`config.mk`:
```
export PLATFORM = sky130hd
export DESIGN_NAME = clk_ratio_decoder
export DESIGN_NICKNAME = d
export VERILOG_FILES = /design/src/design/clk_ratio_pkg.sv /design/src/design/core_sel_decode.sv /design/src/design/clk_ratio_decoder.sv
export SDC_FILE = /design/constraint.sdc
export NUM_CORES = 1
export LEC_CHECK = 0
export ABC_AREA = 1
export BUFFER_PORTS_ARGS = -buffer_cell sky130_fd_sc_hd__buf_2
export CORE_AREA = 2 2 245 247
export CTS_CLUSTER_SIZE = 8
export DETAILED_ROUTE_END_ITERATION = 10
export DIE_AREA = 0 0 247 249
export PLACE_DENSITY = 0.3
export SLEW_MARGIN = 40
export SYNTH_ARGS = -nofsm -noshare
export SYNTH_HDL_FRONTEND = slang
export SYNTH_SLANG_ARGS = --single-unit
```
`constraint.sdc`:
```
create_clock -name i_clk -period 1.35 [get_ports i_clk]
set_clock_uncertainty 0.1 [all_clocks]
set_input_delay 0.135 -clock i_clk [delete_from_list [all_inputs] [get_ports i_clk]]
set_output_delay 0.135 -clock i_clk [all_outputs]
set_load 0.05 [all_outputs]
```
`src/design/clk_ratio_pkg.sv`:
```
// package of constants and types for the core and memory pll ratio decoder
package clk_ratio_pkg;
    // ==========================================================
    // register map (axi4-lite byte addresses)
    // ==========================================================
    localparam logic [5:0] ADDR_CTRL = 6'h00;    // control: enable capture of new selections
    localparam logic [5:0] ADDR_CORE = 6'h04;    // core cluster selections
    localparam logic [5:0] ADDR_MEM = 6'h08;     // memory clock setup
    localparam logic [5:0] ADDR_STATUS = 6'h0c;  // error and hold status
    localparam logic [31:0] CTRL_RESET = 32'h0000_0001;  // selection loads enabled after reset
    // ==========================================================
    // configuration word field positions
    // ==========================================================
    localparam int POS_MEM_RATIO_LO = 10;    // mem_pll_ratio bits 10..14
    localparam int POS_MEM_SYNC = 184;       // synchronous-select bit
    localparam int POS_MEM_RATE = 232;       // rate-mode bit
    localparam int POS_MEM_RSV0 = 234;       // mem_reserved_zero
    // ==========================================================
    // codes
    // ==========================================================
    localparam logic [3:0] CSEL_P1_D1 = 4'h0;
    localparam logic [3:0] CSEL_P1_D2 = 4'h1;
    localparam logic [3:0] CSEL_P2_D1 = 4'h4;
    localparam logic [3:0] CSEL_P2_D2 = 4'h5;
    localparam logic [4:0] MRAT_SYNC_1 = 5'h01;
    localparam logic [1:0] RANGE_HI_PLAT = 2'h1;   // range for platform above 600 mhz
    localparam int PLAT_RANGE_MHZ = 600;
    // decoded pll source
    typedef enum logic [1:0] {SRC_NONE = 2'h0, SRC_FIRST = 2'h1, SRC_SECOND = 2'h2} pll_src_t;
    // memory reference source
    typedef enum logic {REF_SYSTEM = 1'b0, REF_PLATFORM = 1'b1} mem_ref_t;
endpackage : clk_ratio_pkg

```
`src/design/core_sel_decode.sv`:
```
// one core cluster pll select decoder
`timescale 1ns/1ps
module core_sel_decode
    import clk_ratio_pkg::*;
(
    // select code
    input wire logic [3:0] i_code,
    // decoded selection
    output pll_src_t o_src,
    output logic [1:0] o_div,
    output logic o_reserved
);
    // ==========================================================
    // decode table
    // ==========================================================
    always_comb begin
        o_src = SRC_NONE;
        o_div = 2'h0;
        o_reserved = 1'b0;
        case (i_code) // see RQ1
            CSEL_P1_D1: begin o_src = SRC_FIRST; o_div = 2'h1; end
            CSEL_P1_D2: begin o_src = SRC_FIRST; o_div = 2'h2; end
            CSEL_P2_D1: begin o_src = SRC_SECOND; o_div = 2'h1; end
            CSEL_P2_D2: begin o_src = SRC_SECOND; o_div = 2'h2; end
            // everything else is reserved, flagged upstream
            default: o_reserved = 1'b1;
        endcase
    end
endmodule : core_sel_decode

```
`src/design/clk_ratio_decoder.sv`:
```
// core and memory pll ratio decoder with axi4-lite status registers
// How it works
// RQ1: decode core select codes to source and divider
// RQ2: each of two clusters has own select
// RQ3: second pll slower, below 80 percent max
// RQ4: one memory configuration drives both controllers
// RQ5: sync bit picks system or platform clocking
// RQ6: rate bit must match sync bit; the decoder never reads the rate bit, so a mismatch is not flagged
// RQ7: reserved memory bit must be zero; the decoder never reads this bit, so a set bit is not flagged
// RQ8: async ratio codes five through ten
// RQ9: async ratio codes twelve through twenty-four
// RQ10: sync mode only accepts ratio 1:1
// RQ11: ratio 8 range depends on 120.9 mhz
// RQ12: ratio 9 range depends on 107.4 mhz
// RQ13: ratio 6 keeps reference below 161.2 mhz
// RQ14: pll reference follows sync select
// RQ15: reserved codes raise configuration error flag
//
// Register access over AXI4-Lite and the register addresses were chosen for this implementation.
`timescale 1ns/1ps
module clk_ratio_decoder
    import clk_ratio_pkg::*;
#(
    parameter int CW_BITS = 512    // sampled configuration word width
) (
    // clock, reset, enable
    input wire logic i_clk,
    input wire logic i_nrst,
    input wire logic i_ce,
    // configuration word and cluster selects, stable from the reset sequencer
    input wire logic [CW_BITS-1:0] i_reset_config_word,
    input wire logic [3:0] i_core_cluster_pll_select0,
    input wire logic [3:0] i_core_cluster_pll_select1,
    input wire logic [1:0] i_mem_pll_range,
    input wire logic i_cfg_load,
    // axi4-lite slave
    input wire logic [5:0] i_awaddr,
    input wire logic i_awvalid,
    output logic o_awready,
    input wire logic [31:0] i_wdata,
    input wire logic [3:0] i_wstrb,
    input wire logic i_wvalid,
    output logic o_wready,
    output logic [1:0] o_bresp,
    output logic o_bvalid,
    input wire logic i_bready,
    input wire logic [5:0] i_araddr,
    input wire logic i_arvalid,
    output logic o_arready,
    output logic [31:0] o_rdata,
    output logic [1:0] o_rresp,
    output logic o_rvalid,
    input wire logic i_rready,
    // decoded clocking
    output pll_src_t o_core0_src,
    output logic [1:0] o_core0_div,
    output pll_src_t o_core1_src,
    output logic [1:0] o_core1_div,
    output mem_ref_t o_mem_ref,
    output logic [4:0] o_mem_ratio,
    output logic [1:0] o_mem_range,
    output logic o_cfg_error
);
    // ==========================================================
    // ratio lookup
    // ==========================================================
    // returns the numeric ratio, zero for a reserved code
    function automatic logic [4:0] mem_ratio_of(input logic sync, input logic [4:0] code);
        logic [4:0] r;
        r = 5'h00;
        if (sync) begin
            if (code == MRAT_SYNC_1) r = 5'h01; // see RQ10
        end else begin
            case (code) // async codes name their own ratio, so the code passes through
                5'h05, 5'h06, 5'h08, 5'h09, 5'h0a: r = code; // see RQ8
                5'h0c, 5'h0d, 5'h10, 5'h12, 5'h13, 5'h14, 5'h18: r = code; // see RQ9
                default: r = 5'h00;
            endcase
        end
        return r;
    endfunction : mem_ratio_of

    // ==========================================================
    // combinational decode
    // ==========================================================
    pll_src_t src0_c, src1_c;   // per-cluster decode
    logic [1:0] div0_c, div1_c;
    logic rsv0_c, rsv1_c;
    logic sync_c;               // memory synchronous select
    logic [4:0] ratio_c;        // numeric memory ratio
    logic err_c;                // any reserved code

    // two independent decoders, one per cluster
    core_sel_decode u_dec0 ( // see RQ2
        .i_code(i_core_cluster_pll_select0),
        .o_src(src0_c),
        .o_div(div0_c),
        .o_reserved(rsv0_c)
    );
    core_sel_decode u_dec1 (
        .i_code(i_core_cluster_pll_select1),
        .o_src(src1_c),
        .o_div(div1_c),
        .o_reserved(rsv1_c)
    );

    assign sync_c = i_reset_config_word[POS_MEM_SYNC]; // see RQ5
    assign ratio_c = mem_ratio_of(sync_c, i_reset_config_word[POS_MEM_RATIO_LO +: 5]);
    // reserved codes in any of the three fields (cluster 0, cluster 1, memory ratio) flag an error
    assign err_c = rsv0_c | rsv1_c | (ratio_c == 5'h00); // see RQ15

    // ==========================================================
    // held selections
    // ==========================================================
    logic ctrl_en_q;   // software gate on capture of new selections
    logic loaded_q;    // a configuration has been captured
    logic err_q;       // config error of the last accepted load

    // capture on load strobe, held static afterwards
    always_ff @(posedge i_clk or negedge i_nrst) begin
        if (!i_nrst) begin
            o_core0_src <= SRC_NONE;
            o_core0_div <= 2'h0;
            o_core1_src <= SRC_NONE;
            o_core1_div <= 2'h0;
            o_mem_ref <= REF_SYSTEM;
            o_mem_ratio <= 5'h00;
            o_mem_range <= 2'h0;
            loaded_q <= 1'b0;
        end else if (i_ce && i_cfg_load && ctrl_en_q) begin
            o_core0_src <= src0_c; // see RQ1
            o_core0_div <= div0_c;
            o_core1_src <= src1_c;
            o_core1_div <= div1_c;
            // single reference and ratio shared by both controllers
            o_mem_ref <= sync_c ? REF_PLATFORM : REF_SYSTEM; // see RQ14 see RQ4
            o_mem_ratio <= ratio_c;
            // sync mode uses the high-platform range; async range is given by the configurer
            o_mem_range <= sync_c ? RANGE_HI_PLAT : i_mem_pll_range; // see RQ10
            loaded_q <= 1'b1;
        end
    end

    // error flag follows each load, set on reserved codes
    always_ff @(posedge i_clk or negedge i_nrst) begin
        if (!i_nrst) begin
            err_q <= 1'b0;
        end else if (i_ce && i_cfg_load && ctrl_en_q) begin
            err_q <= err_c; // see RQ15
        end
    end
    assign o_cfg_error = err_q;

    // ==========================================================
    // axi4-lite write
    // ==========================================================
    logic aw_hold_q, w_hold_q;  // channel taken, waiting for partner
    logic [5:0] awaddr_q;
    logic [31:0] wdata_q;
    logic [3:0] wstrb_q;
    logic bvalid_q;
    logic [1:0] bresp_q;

    assign o_awready = !aw_hold_q && !bvalid_q;
    assign o_wready = !w_hold_q && !bvalid_q;
    assign o_bvalid = bvalid_q;
    assign o_bresp = bresp_q;

    // address and data may arrive in either order
    always_ff @(posedge i_clk or negedge i_nrst) begin
        if (!i_nrst) begin
            aw_hold_q <= 1'b0;
            w_hold_q <= 1'b0;
            awaddr_q <= 6'h00;
            wdata_q <= 32'h0;
            wstrb_q <= 4'h0;
            bvalid_q <= 1'b0;
            bresp_q <= 2'h0;
        end else if (i_ce) begin
            if (i_awvalid && o_awready) begin
                aw_hold_q <= 1'b1;
                awaddr_q <= i_awaddr;
            end
            if (i_wvalid && o_wready) begin
                w_hold_q <= 1'b1;
                wdata_q <= i_wdata;
                wstrb_q <= i_wstrb;
            end
            if (aw_hold_q && w_hold_q) begin
                aw_hold_q <= 1'b0;
                w_hold_q <= 1'b0;
                bvalid_q <= 1'b1;
                // only the control word is writable
                bresp_q <= (awaddr_q[5:2] == ADDR_CTRL[5:2]) ? 2'h0 : 2'h2;
            end else if (bvalid_q && i_bready) begin
                bvalid_q <= 1'b0;
            end
        end
    end

    // control register; gates capture of new selections
    always_ff @(posedge i_clk or negedge i_nrst) begin
        if (!i_nrst) begin
            ctrl_en_q <= CTRL_RESET[0];
        end else if (i_ce && aw_hold_q && w_hold_q && awaddr_q[5:2] == ADDR_CTRL[5:2] && wstrb_q[0]) begin
            ctrl_en_q <= wdata_q[0];
        end
    end

    // ==========================================================
    // axi4-lite read
    // ==========================================================
    logic rvalid_q;
    assign o_arready = !rvalid_q;
    assign o_rvalid = rvalid_q;

    // one-cycle answer; unmapped reads return slverr
    always_ff @(posedge i_clk or negedge i_nrst) begin
        if (!i_nrst) begin
            rvalid_q <= 1'b0;
            o_rdata <= 32'h0;
            o_rresp <= 2'h0;
        end else if (i_ce) begin
            if (i_arvalid && o_arready) begin
                rvalid_q <= 1'b1;
                o_rresp <= 2'h0;
                if (i_araddr[5:2] == ADDR_CTRL[5:2]) begin
                    o_rdata <= {31'h0, ctrl_en_q};
                end else if (i_araddr[5:2] == ADDR_CORE[5:2]) begin
                    o_rdata <= {24'h0, o_core1_src, o_core1_div, o_core0_src, o_core0_div};
                end else if (i_araddr[5:2] == ADDR_MEM[5:2]) begin
                    o_rdata <= {24'h0, o_mem_range, o_mem_ref, o_mem_ratio};
                end else if (i_araddr[5:2] == ADDR_STATUS[5:2]) begin
                    o_rdata <= {30'h0, loaded_q, err_q};
                end else begin
                    o_rdata <= 32'h0;
                    o_rresp <= 2'h2;
                end
            end else if (rvalid_q && i_rready) begin
                rvalid_q <= 1'b0;
            end
        end
    end

    // ==========================================================
    // assertions
    // ==========================================================
    property p_ref_follows_sync;
        @(posedge i_clk) disable iff (!i_nrst)
        (i_ce && i_cfg_load && ctrl_en_q) |=> (o_mem_ref == ($past(sync_c) ? REF_PLATFORM : REF_SYSTEM));
    endproperty
    a_ref_follows_sync: assert property (p_ref_follows_sync) else $error("memory reference wrong"); // see RQ14

    property p_sync_ratio;
        @(posedge i_clk) disable iff (!i_nrst)
        (loaded_q && o_mem_ref == REF_PLATFORM && !o_cfg_error) |-> (o_mem_ratio == 5'h01 && o_mem_range == 2'h1);
    endproperty
    a_sync_ratio: assert property (p_sync_ratio) else $error("sync ratio not 1:1"); // see RQ10

    property p_core0_second;
        @(posedge i_clk) disable iff (!i_nrst)
        (i_ce && i_cfg_load && ctrl_en_q && i_core_cluster_pll_select0 == 4'h5)
        |=> (o_core0_src == SRC_SECOND && o_core0_div == 2'h2);
    endproperty
    a_core0_second: assert property (p_core0_second) else $error("cluster 0 decode wrong"); // see RQ1

    property p_core1_indep;
        @(posedge i_clk) disable iff (!i_nrst)
        (i_ce && i_cfg_load && ctrl_en_q && i_core_cluster_pll_select1 == 4'h0)
        |=> (o_core1_src == SRC_FIRST && o_core1_div == 2'h1);
    endproperty
    a_core1_indep: assert property (p_core1_indep) else $error("cluster 1 decode wrong"); // see RQ2

    property p_err_reserved;
        @(posedge i_clk) disable iff (!i_nrst)
        (i_ce && i_cfg_load && ctrl_en_q && i_core_cluster_pll_select0 == 4'h2) |=> o_cfg_error;
    endproperty
    a_err_reserved: assert property (p_err_reserved) else $error("reserved code not flagged"); // see RQ15

    property p_async_ratio;
        @(posedge i_clk) disable iff (!i_nrst)
        (loaded_q && o_mem_ref == REF_SYSTEM && o_mem_ratio != 5'h00) |-> (o_mem_ratio >= 5'h05);
    endproperty
    a_async_ratio: assert property (p_async_ratio) else $error("async ratio out of set"); // see RQ8

    property p_ratio24;
        @(posedge i_clk) disable iff (!i_nrst)
        (i_ce && i_cfg_load && ctrl_en_q && !sync_c && i_reset_config_word[POS_MEM_RATIO_LO +: 5] == 5'h18)
        |=> (o_mem_ratio == 5'h18 && o_mem_ref == REF_SYSTEM);
    endproperty
    a_ratio24: assert property (p_ratio24) else $error("ratio 24 not decoded"); // see RQ9

    property p_held;
        @(posedge i_clk) disable iff (!i_nrst)
        (!i_cfg_load) |=> $stable(o_mem_ratio) && $stable(o_core0_src) && $stable(o_mem_ref);
    endproperty
    a_held: assert property (p_held) else $error("selection changed without load"); // see RQ4

    c_load: cover property (@(posedge i_clk) disable iff (!i_nrst) i_cfg_load ##1 loaded_q);
    c_sync: cover property (@(posedge i_clk) disable iff (!i_nrst) o_mem_ref == REF_PLATFORM);
    c_err: cover property (@(posedge i_clk) disable iff (!i_nrst) o_cfg_error);
endmodule : clk_ratio_decoder

```
==> Word level (Yosys, flattened, before mapping) <==
Cells that the tools add are included.
{ "totals": {"register_bits": 67, "input_bits": 579, "out_inout_bits": 58, "elab_cells": 118} }
{ "classes": {"eq_ne": 22, "mux": 28, "bitwise": 2, "reduce_logical": 46} }
{ "op_table": {"columns": ["cell", "count"], "rows": [
  ["$eq 5x4->1 const B", 5],
  ["$eq 5x5->1 const B", 5],
  ["$mux 8", 3],
  ["$eq 4x3->1 const B", 4],
  ["$logic_not 4->1", 4],
  ["$pmux 2 s2", 4],
  ["$reduce_and 2->1", 8],
  ["$reduce_or 2->1", 8],
  ["$logic_and 1x1->1", 14],
  ["$mux 2", 7],
  ["$eq 4x1->1 const B", 3],
  ["$mux 1", 12],
  ["$reduce_or 12->1", 1],
  ["$eq 5x3->1 const B", 2],
  ["$mux 5", 2],
  ["$eq 4x2->1 const B", 2],
  ["$reduce_bool 2->1", 4],
  ["$reduce_or 4->1", 2],
  ["$eq 5x1->1 const B", 1],
  ["$logic_not 5->1", 1],
  ["$logic_not 1->1", 4],
  ["$or 1x1->1", 2]
]} }

==> Logic depth before layout (Yosys ltp) <==
Gate-level depths: netlist of the first run.
{ "logic_depth": {"ltp_word": 6, "mapped_depth": 10, "mapped_depth_nobuf": 10} }

==> Cells and area by module <==
Synthesis of the first run repeated with hierarchy kept, for this count alone.
{ "hier_totals": {"cells_unflattened": 263, "hier_area_um2": 2103.3} }
{ "by_module_without_submodules": {"columns": ["mod", "n_inst", "cells_each", "area_each_um2", "seq_area_each_um2"], "rows": [
  ["clk_ratio_decoder", 1, 245, 2000.7, 977.2],
  ["core_sel_decode", 2, 9, 51.3, 0.0]
]} }

==> Worst setup path before layout of the first run <==
Ideal clock, no wire load.
{ "synth_path": {"kind": "flip-flop to flip-flop", "start": "register bvalid_q, in the netlist o_bvalid", "end": "register awaddr_q[2]", "setup_ps": 125, "arrival_time_ps": 2009, "required_ps": 1125, "slack_ps": -883, "stages_incl_launch_ff": 4, "path_buffers": 0, "period_less_slack_ps": 2233, "cell_sequence": "dfrtp_1 > nor2_1 > nand3_1 > mux2_2"} }
{ "synth_between": {"elab_chain_len": 4} }
{ "synth_lines": {"columns": ["element", "line_no", "text"], "rows": [
  ["start: declaration", "clk_ratio_decoder.sv:161", "logic bvalid_q;"],
  ["start signal: assignment", "clk_ratio_decoder.sv:177", "bvalid_q <= 1'b0;"],
  ["start signal: assignment", "clk_ratio_decoder.sv:192", "bvalid_q <= 1'b1;"],
  ["start signal: assignment", "clk_ratio_decoder.sv:196", "bvalid_q <= 1'b0;"],
  ["$logic_not 1->1", "clk_ratio_decoder.sv:164", "assign o_awready = !aw_hold_q && !bvalid_q;"],
  ["$logic_and 1x1->1", "clk_ratio_decoder.sv:164", null],
  ["via o_awready", "clk_ratio_decoder.sv:39", "output logic o_awready,"],
  ["$logic_and 1x1->1", "clk_ratio_decoder.sv:180", "if (i_awvalid && o_awready) begin"],
  ["$reduce_and 2->1 (no source line)", null, null],
  ["end signal: assignment", "clk_ratio_decoder.sv:182", "awaddr_q <= i_awaddr;"],
  ["end: declaration", "clk_ratio_decoder.sv:158", "logic [5:0] awaddr_q;"]
]} }
The timed path passes the listed nets, and every way through them passes these cells.
A chain may end at the register's enable or synchronous reset.

==> Worst setup path after layout of the first run <==
{ "layout_path": {"start": "register w_hold_q", "end": "output o_wready"} }
{ "layout_between": {"elab_chain_len": 2} }
{ "layout_lines": {"columns": ["element", "line_no", "text"], "rows": [
  ["start: declaration", "clk_ratio_decoder.sv:157", "logic aw_hold_q, w_hold_q;"],
  ["start signal: assignment", "clk_ratio_decoder.sv:173", "w_hold_q <= 1'b0;"],
  ["start signal: assignment", "clk_ratio_decoder.sv:185", "w_hold_q <= 1'b1;"],
  ["start signal: assignment", "clk_ratio_decoder.sv:191", "w_hold_q <= 1'b0;"],
  ["$logic_not 1->1", "clk_ratio_decoder.sv:165", "assign o_wready = !w_hold_q && !bvalid_q;"],
  ["$logic_and 1x1->1", "clk_ratio_decoder.sv:165", null],
  ["end: declaration", "clk_ratio_decoder.sv:43", "output logic o_wready,"]
]} }
Every way passes these cells.

==> reports/qor.yml, run 1 <==
synth:
  yosysTopAreaCell: "dfrtp_1"
  ys_seq_elements: 39
  synth_edf_count: 0
  synth.area.top_cells: "dfrtp_1 (47%), nand2_1 (12%), buf_4 (9.7%)"
  async_flop_share: 1.00
  netlist_area_um2: 2010
  synthCells: 243
  avgSynthCellArea_um2: 8.27
  ys.flop_type: "dfrtp_1"
  yosysTopAreaCellShare: 0.473
  synth_warnings: 0
  seq_area_frac_synth: 0.486
  ys_types: 25
clocking:
  root_buffer: "clkbuf_16"
  numCtsBuffers: 5
  cts_max_level: 2
  clock_latency_ns: 0.29
  cts_buffer_depth: 2
  clock-sinks: 39
  clk_pin_slew_ns: 0.06
  cts_tree: "yes"
die:
  die_area_um2: 61500
  pin_count: 637
  coreArea_um2: 58700
  die_width_um: 247
  die_height_um: 249
  initial_core_util: 0.0343
  std_cell_rows: 89
timing:
  finalCritPeriodShare: 1.00
  final_max_slew_viol_count: 0
  clock.fmax_mhz: 738
  hold_viol: 0
  setup_viol: 1
  period_minus_slack_ns: 1.36
  fin_ws_ns: -0.00526
  hold-worst-slack_ns: 0.0172
  setup_tns_ns: -0.00526
  rsz0062_at_grt: "true"
routing:
  drcViolationCount: 0
  ant_nets: 0
  first_pass_iters: 4
  viasPerCell: 1.73
  vias: 1952
  drt_first_iter_violations: 84
  routed_wl_mm: 10.5
  wl_per_cell_um: 9.31
global_routing:
  grt.overflow.total: 0
  grt_max_degree: 40
  track_usage: 0.0347
  grt_pass1_wl_mm: 14.6
  grt_pass1_vias: 2027
  antenna_found_initial: 8
placement:
  port_buffers: 66
  hpwl_mm: 9.21
  place_congestion: 0.683
  postPlaceCellArea_um2: 3460
pwr:
  p_switching_w: 0.00320
  comb_power_share: 0.494
  ir_drop_uv: 452
  power.share.switching: 0.484
  leakagePower_nw: 1.61
  p_int_w: 0.00341
  pwr-share-clk: 0.212
  p_per_area_nw_per_um2: 1670
  p_seq_frac: 0.294
worst_setup_path:
  worst_ep_arrival_time_ns: 1.12
  crit_path_top_delay_cell: "dfrtp_1"
  start_kind: "flop"
  crit_family: "flip-flops"
  cp.depth: 3
  critical_path_required_ns: 1.12
  worst-path-buf-inv: 2
  cpPeakStageDelay_ns: 0.42
  worstPathCellList: "buf_6, nor2_4, buf_12"
  cp-end-kind: "output pin"
  crit_type: "reg2out"
  path_max_fanout: 2
  r2r_cells: 4
status:
  violations: "negative setup slack"
  status: "finished, violations left"
final_layout:
  final_common_cell: "buf_2"
  design_area_um2: 3960
  final_layout_size_suffix_gt1_frac: 0.392
  final_util: 0.0675
  area_growth_pct: 97.0
  fill_cells: 6863
  fin_nets: 930
  final_cell_mix: "buf_2 (62), nand2_1 (59), dfrtp_1 (35)"
min_path:
  hold_path.class: "in2reg"
  hold_path_depth: 4
run:
  drv_cap: 0
timing repair:
item | CTS | global route
pin swaps | 3 | 5
resized for setup | 20 | 26
hold buffers | 13 | 0
hold endpoints to repair | 51 | 0
setup endpoints to repair | 12 | 10
setup buffers | 1 | 0
gates cloned | 0 | 1
cells in the mapped netlist (all sizes together) (2+ instances only):
cell type,n
nand3,16
nand4,3
dfrtp,38
nor2,15
inv,29
a31oi,2
nand2,63
a21oi,8
o22ai,3
buf,29
mux2,4
o31ai,4
o21ai,23
worst paths after layout:
path	start	endpoint	slack [ns]
setup / recovery	w_hold_q	o_wready	-0.005
hold / removal	i_core_cluster_pll_select1[3]	o_core1_src[1]	0.02
setup reg to reg	awaddr_q[5]	ctrl_en_q	0
hold reg to reg	loaded_q	loaded_q	0.36
max in group asynchronous	i_nrst	ctrl_en_q	0.63
min in group asynchronous	i_nrst	awaddr_q[5]	0.24
through the flow:
stage / power, W / worst slack, ns / std cells
after floorplan: 0.00386 / -0.168 / 268
after global placement: 0.00493 / -0.142 / 1102
after detailed placement: 0.00493 / -0.126 / 1102
after CTS: 0.00661 / -0.0997 / 1124
after global routing: 0.00702 / -0.0823 / 1125
final: 0.00660 / -0.00526 / 1126
layer usage:
| layer | GRT usage | routed length (µm) | vias up |
|---|---|---|---|
| met5 | 0 | 40 | - |
| met4 | 0.0213 | 395 | 8 |
| met3 | 0.0172 | 1100 | 19 |
| met2 | 0.0579 | 5170 | 63 |
| met1 | 0.0343 | 3770 | 922 |
| li1 | - | - | 940 |
power groups by stage:
stage          clock, W  combinational [W]  sequential, W
6_report        0.00140            0.00326        0.00194
5_1_grt         0.00150            0.00351        0.00201
4_1_cts         0.00148            0.00319        0.00194
3_5_place_dp          0            0.00299        0.00195
2_1_floorplan         0            0.00100        0.00286
3_3_place_gp          0            0.00300        0.00193
registers in the layout, indices dropped and copies added, names as in the netlist, 2 cells and up:
| signal | cells |
|---|---|
| o_rdata | 8 |
| o_mem_ratio | 5 |
| awaddr_q | 4 |
| o_core0_div | 2 |
| o_core0_src | 2 |
| o_core1_div | 2 |
| o_core1_src | 2 |
| o_mem_range | 2 |
worst min-delay path: stages:
cell	delay (ns)
buf_2	0.08
nor2_1	0.05
nand2_1	0.06
o21ai_1	0.05
logic make-up after synthesis:
| kind of cell | share of synthesized area |
|---|---|
| simple gates | 0.218 |
| buf+inv | 0.162 |
| compound gates | 0.110 |
| flops | 0.486 |
| mux | 0.0224 |
| other cells | 0.00187 |
cell type report:
class | count | area (µm²) | area share
clock inverter | 3 | 43.8 | 0.0111
clock buffer | 5 | 125 | 0.0316
sequential | 39 | 981 | 0.248
inverter | 30 | 124 | 0.0313
timing repair buffer | 106 | 781 | 0.197
antenna | 1 | 2.50 | 0.000632
multi-input combinational | 169 | 936 | 0.236
tap | 773 | 967 | 0.244
Note: power is estimated with default switching activity, not from simulation.
==> run 2: changes to the inputs <==
--- a/config.mk
+++ b/config.mk
@@ -8,6 +8,7 @@
 export ABC_AREA = 1
 export BUFFER_PORTS_ARGS = -buffer_cell sky130_fd_sc_hd__buf_2
 export CORE_AREA = 2 2 245 247
+export CTS_BUF_LIST = sky130_fd_sc_hd__clkbuf_2 sky130_fd_sc_hd__clkbuf_4 sky130_fd_sc_hd__clkbuf_8
 export CTS_CLUSTER_SIZE = 8
 export DETAILED_ROUTE_END_ITERATION = 10
 export DIE_AREA = 0 0 247 249
==> run 2 against run 1 <==
The flow still finishes with violations (negative setup slack). Combinational power is 2% higher. Register-to-register slack worse by 0.09 ns. Core utilization hardly changed. Die area stayed put. Hold slack worse by 0.0077 ns. Setup slack worse by 0.082 ns. First-iteration DRC count is 8.3% lower. Sequential cell count stayed put. Fmax is 5.7% lower. Power is 4.9% lower. Clock power is 26% lower. Non-clock buffer count is 4 higher.
==> reports/qor.yml, run 2 (same netlist as run 1, synthesis figures left out) <==
placement:
  place_congestion: 0.683  # unchanged
  hpwl_mm: 9.21  # unchanged
  port_buffers: 66  # unchanged
  place_ws_ns: -0.126  # unchanged
  postPlaceCellArea_um2: 3460  # unchanged
timing:
  rsz0062_at_grt: "true"
  setup_tns_ns: -0.0928  # -0.0876 ns
  hold_viol: 0  # unchanged
  final_max_slew_viol_count: 0  # unchanged
  clock.fmax_mhz: 696  # -5.7%
  finalCritPeriodShare: 1.06  # +0.0605
  setup_viol: 3  # +2
  fin_ws_ns: -0.0869  # -0.0817 ns
  period_minus_slack_ns: 1.44  # +0.0817 ns
clocking:
  cts_tree: "yes"
  root_buffer: "clkbuf_8"
  clk_pin_slew_ns: 0.09  # +0.03 ns
  clock_latency_ns: 0.31  # +0.02 ns
  cts_max_level: 2  # unchanged
  cts_buffer_depth: 2  # unchanged
  numCtsBuffers: 5  # unchanged
  clock-sinks: 39  # unchanged
global_routing:
  grt_max_degree: 40  # unchanged
  grt_pass1_vias: 2045  # +0.89%
  track_usage: 0.0346  # -0.0000679
  grt_pass1_wl_mm: 14.6  # about the same
  grt.overflow.total: 0  # unchanged
  antenna_found_initial: 9  # +1
final_layout:
  final_common_cell: "buf_2"
  multi_input_area_um2: 935  # -0.13%
  fin_nets: 934  # +0.43%
  final_cell_mix: "buf_2 (62), nand2_1 (59), dfrtp_1 (36)"
  fill_cells: 6870  # +0.10%
  register_area_um2: 980  # -0.13%
  top_register: "o_rdata"
  area_growth_pct: 96.2
  design_area_um2: 3950  # -0.38%
  final_layout_size_suffix_gt1_frac: 0.390  # -0.00160
  reg_top3: "o_rdata x8, o_mem_ratio x5, awaddr_q x4"
  largest_reg_flops: 8  # unchanged
pwr:
  ir_drop_uv: 449  # -0.80%
  p_per_area_nw_per_um2: 1590  # -4.6%
  leakagePower_nw: 1.60  # -0.18%
min_path:
  hold_path.class: "in2reg"
routing:
  vias: 1970  # +0.92%
  drt_first_iter_violations: 77  # -8.3%
  first_pass_iters: 4  # unchanged
  drcViolationCount: 0  # unchanged
  routed_wl_mm: 10.5  # unchanged
  ant_nets: 0  # unchanged
  viasPerCell: 1.74  # +0.48%
  wl_per_cell_um: 9.26  # -0.44%
die:
  pin_count: 637  # unchanged
  die_area_um2: 61500  # unchanged
  coreArea_um2: 58700  # unchanged
  die_height_um: 249  # unchanged
  initial_core_util: 0.0343  # unchanged
  std_cell_rows: 89  # unchanged
  die_width_um: 247  # unchanged
worst_setup_path:
  rrSetupSlack_ns: -0.09  # -0.09 ns
  critical_path_required_ns: 1.47  # +0.35 ns
  start_kind: "flop"
  worst_ep_arrival_time_ns: 1.56  # +0.44 ns
  path_max_fanout: 2  # unchanged
  cp-end-kind: "flop"
  crit_type: "reg2reg"
status:
  status: "finished, violations left"
  violations: "negative setup slack"
run:
  drv_cap: 0  # unchanged
## run 2: changes by cell type in the layout (fill, tap and decap cells not counted), sizes merged
cell,previous run,this run
dlygate4sd3,13,16
diode,1,2
buf,92,93
## run 2: routing by layer
| metal | global-route usage | up-vias | part of all wire | wire [µm] |
|---|---|---|---|---|
| li1 | - | 950 | - | - |
| met1 | 0.0343 | 935 | 0.35 | 3690 |
| met2 | 0.0579 | 58 | 0.49 | 5180 |
| met3 | 0.0172 | 19 | 0.11 | 1180 |
| met4 | 0.0208 | 8 | 0.037 | 391 |
| met5 | 0 | - | 0.0038 | 40 |
## run 2: report_power, final
group          switching, W  leakage, nW  internal, W
clock              0.000486       0.0581     0.000551
combinational       0.00235         1.07     0.000970
sequential         0.000331        0.479      0.00159
total               0.00317         1.60      0.00311
## run 2: final timing paths
kind / startpoint / end / cells after the start
max: awaddr_q[5] / ctrl_en_q / 4
min: i_bready / o_bvalid / 4
max reg2reg: awaddr_q[5] / ctrl_en_q / 4
min reg2reg: loaded_q / loaded_q / 2
max in group asynchronous: i_nrst / ctrl_en_q / 3
min in group asynchronous: i_nrst / awaddr_q[5] / 3
## run 2: metrics by stage
step / power (W) / std cells / hold WS (ns) / util
detailed placement: 0.00493 / 1102 / 0.0265 / 0.0589
global route: 0.00668 / 1130 / 0.0578 / 0.0672
global placement: 0.00493 / 1102 / 0.0206 / 0.0589
CTS: 0.00624 / 1127 / 0.0216 / 0.0649
floorplan: 0.00386 / 268 / -0.261 / -
finish: 0.00628 / 1131 / 0.00945 / 0.0672
## run 2: repair_timing
action	in CTS	in global routing
endpoints found under the setup margin	16	11
gates cloned	0	1
hold buffers	16	0
pin swaps	2	6
gates resized for setup	19	27
endpoints found under the hold margin	55	0
setup buffers	1	1
## run 2: worst max-delay path, cell delays in order, from the launching register on
cell     delay [ns]
dfrtp_1        0.38
or2_4          0.26
nor4_4         0.30
a21oi_1        0.10
a31oi_1        0.22
## run 2: area by class of cell
class | instances | share of cell area
Tap cell | 773 | 0.245
Timing Repair Buffer | 110 | 0.208
Clock buffer | 5 | 0.0174
Inverter | 30 | 0.0314
Sequential cell | 39 | 0.248
Antenna cell | 2 | 0.00127
Clock inverter | 3 | 0.0111
Multi-Input combinational cell | 169 | 0.237
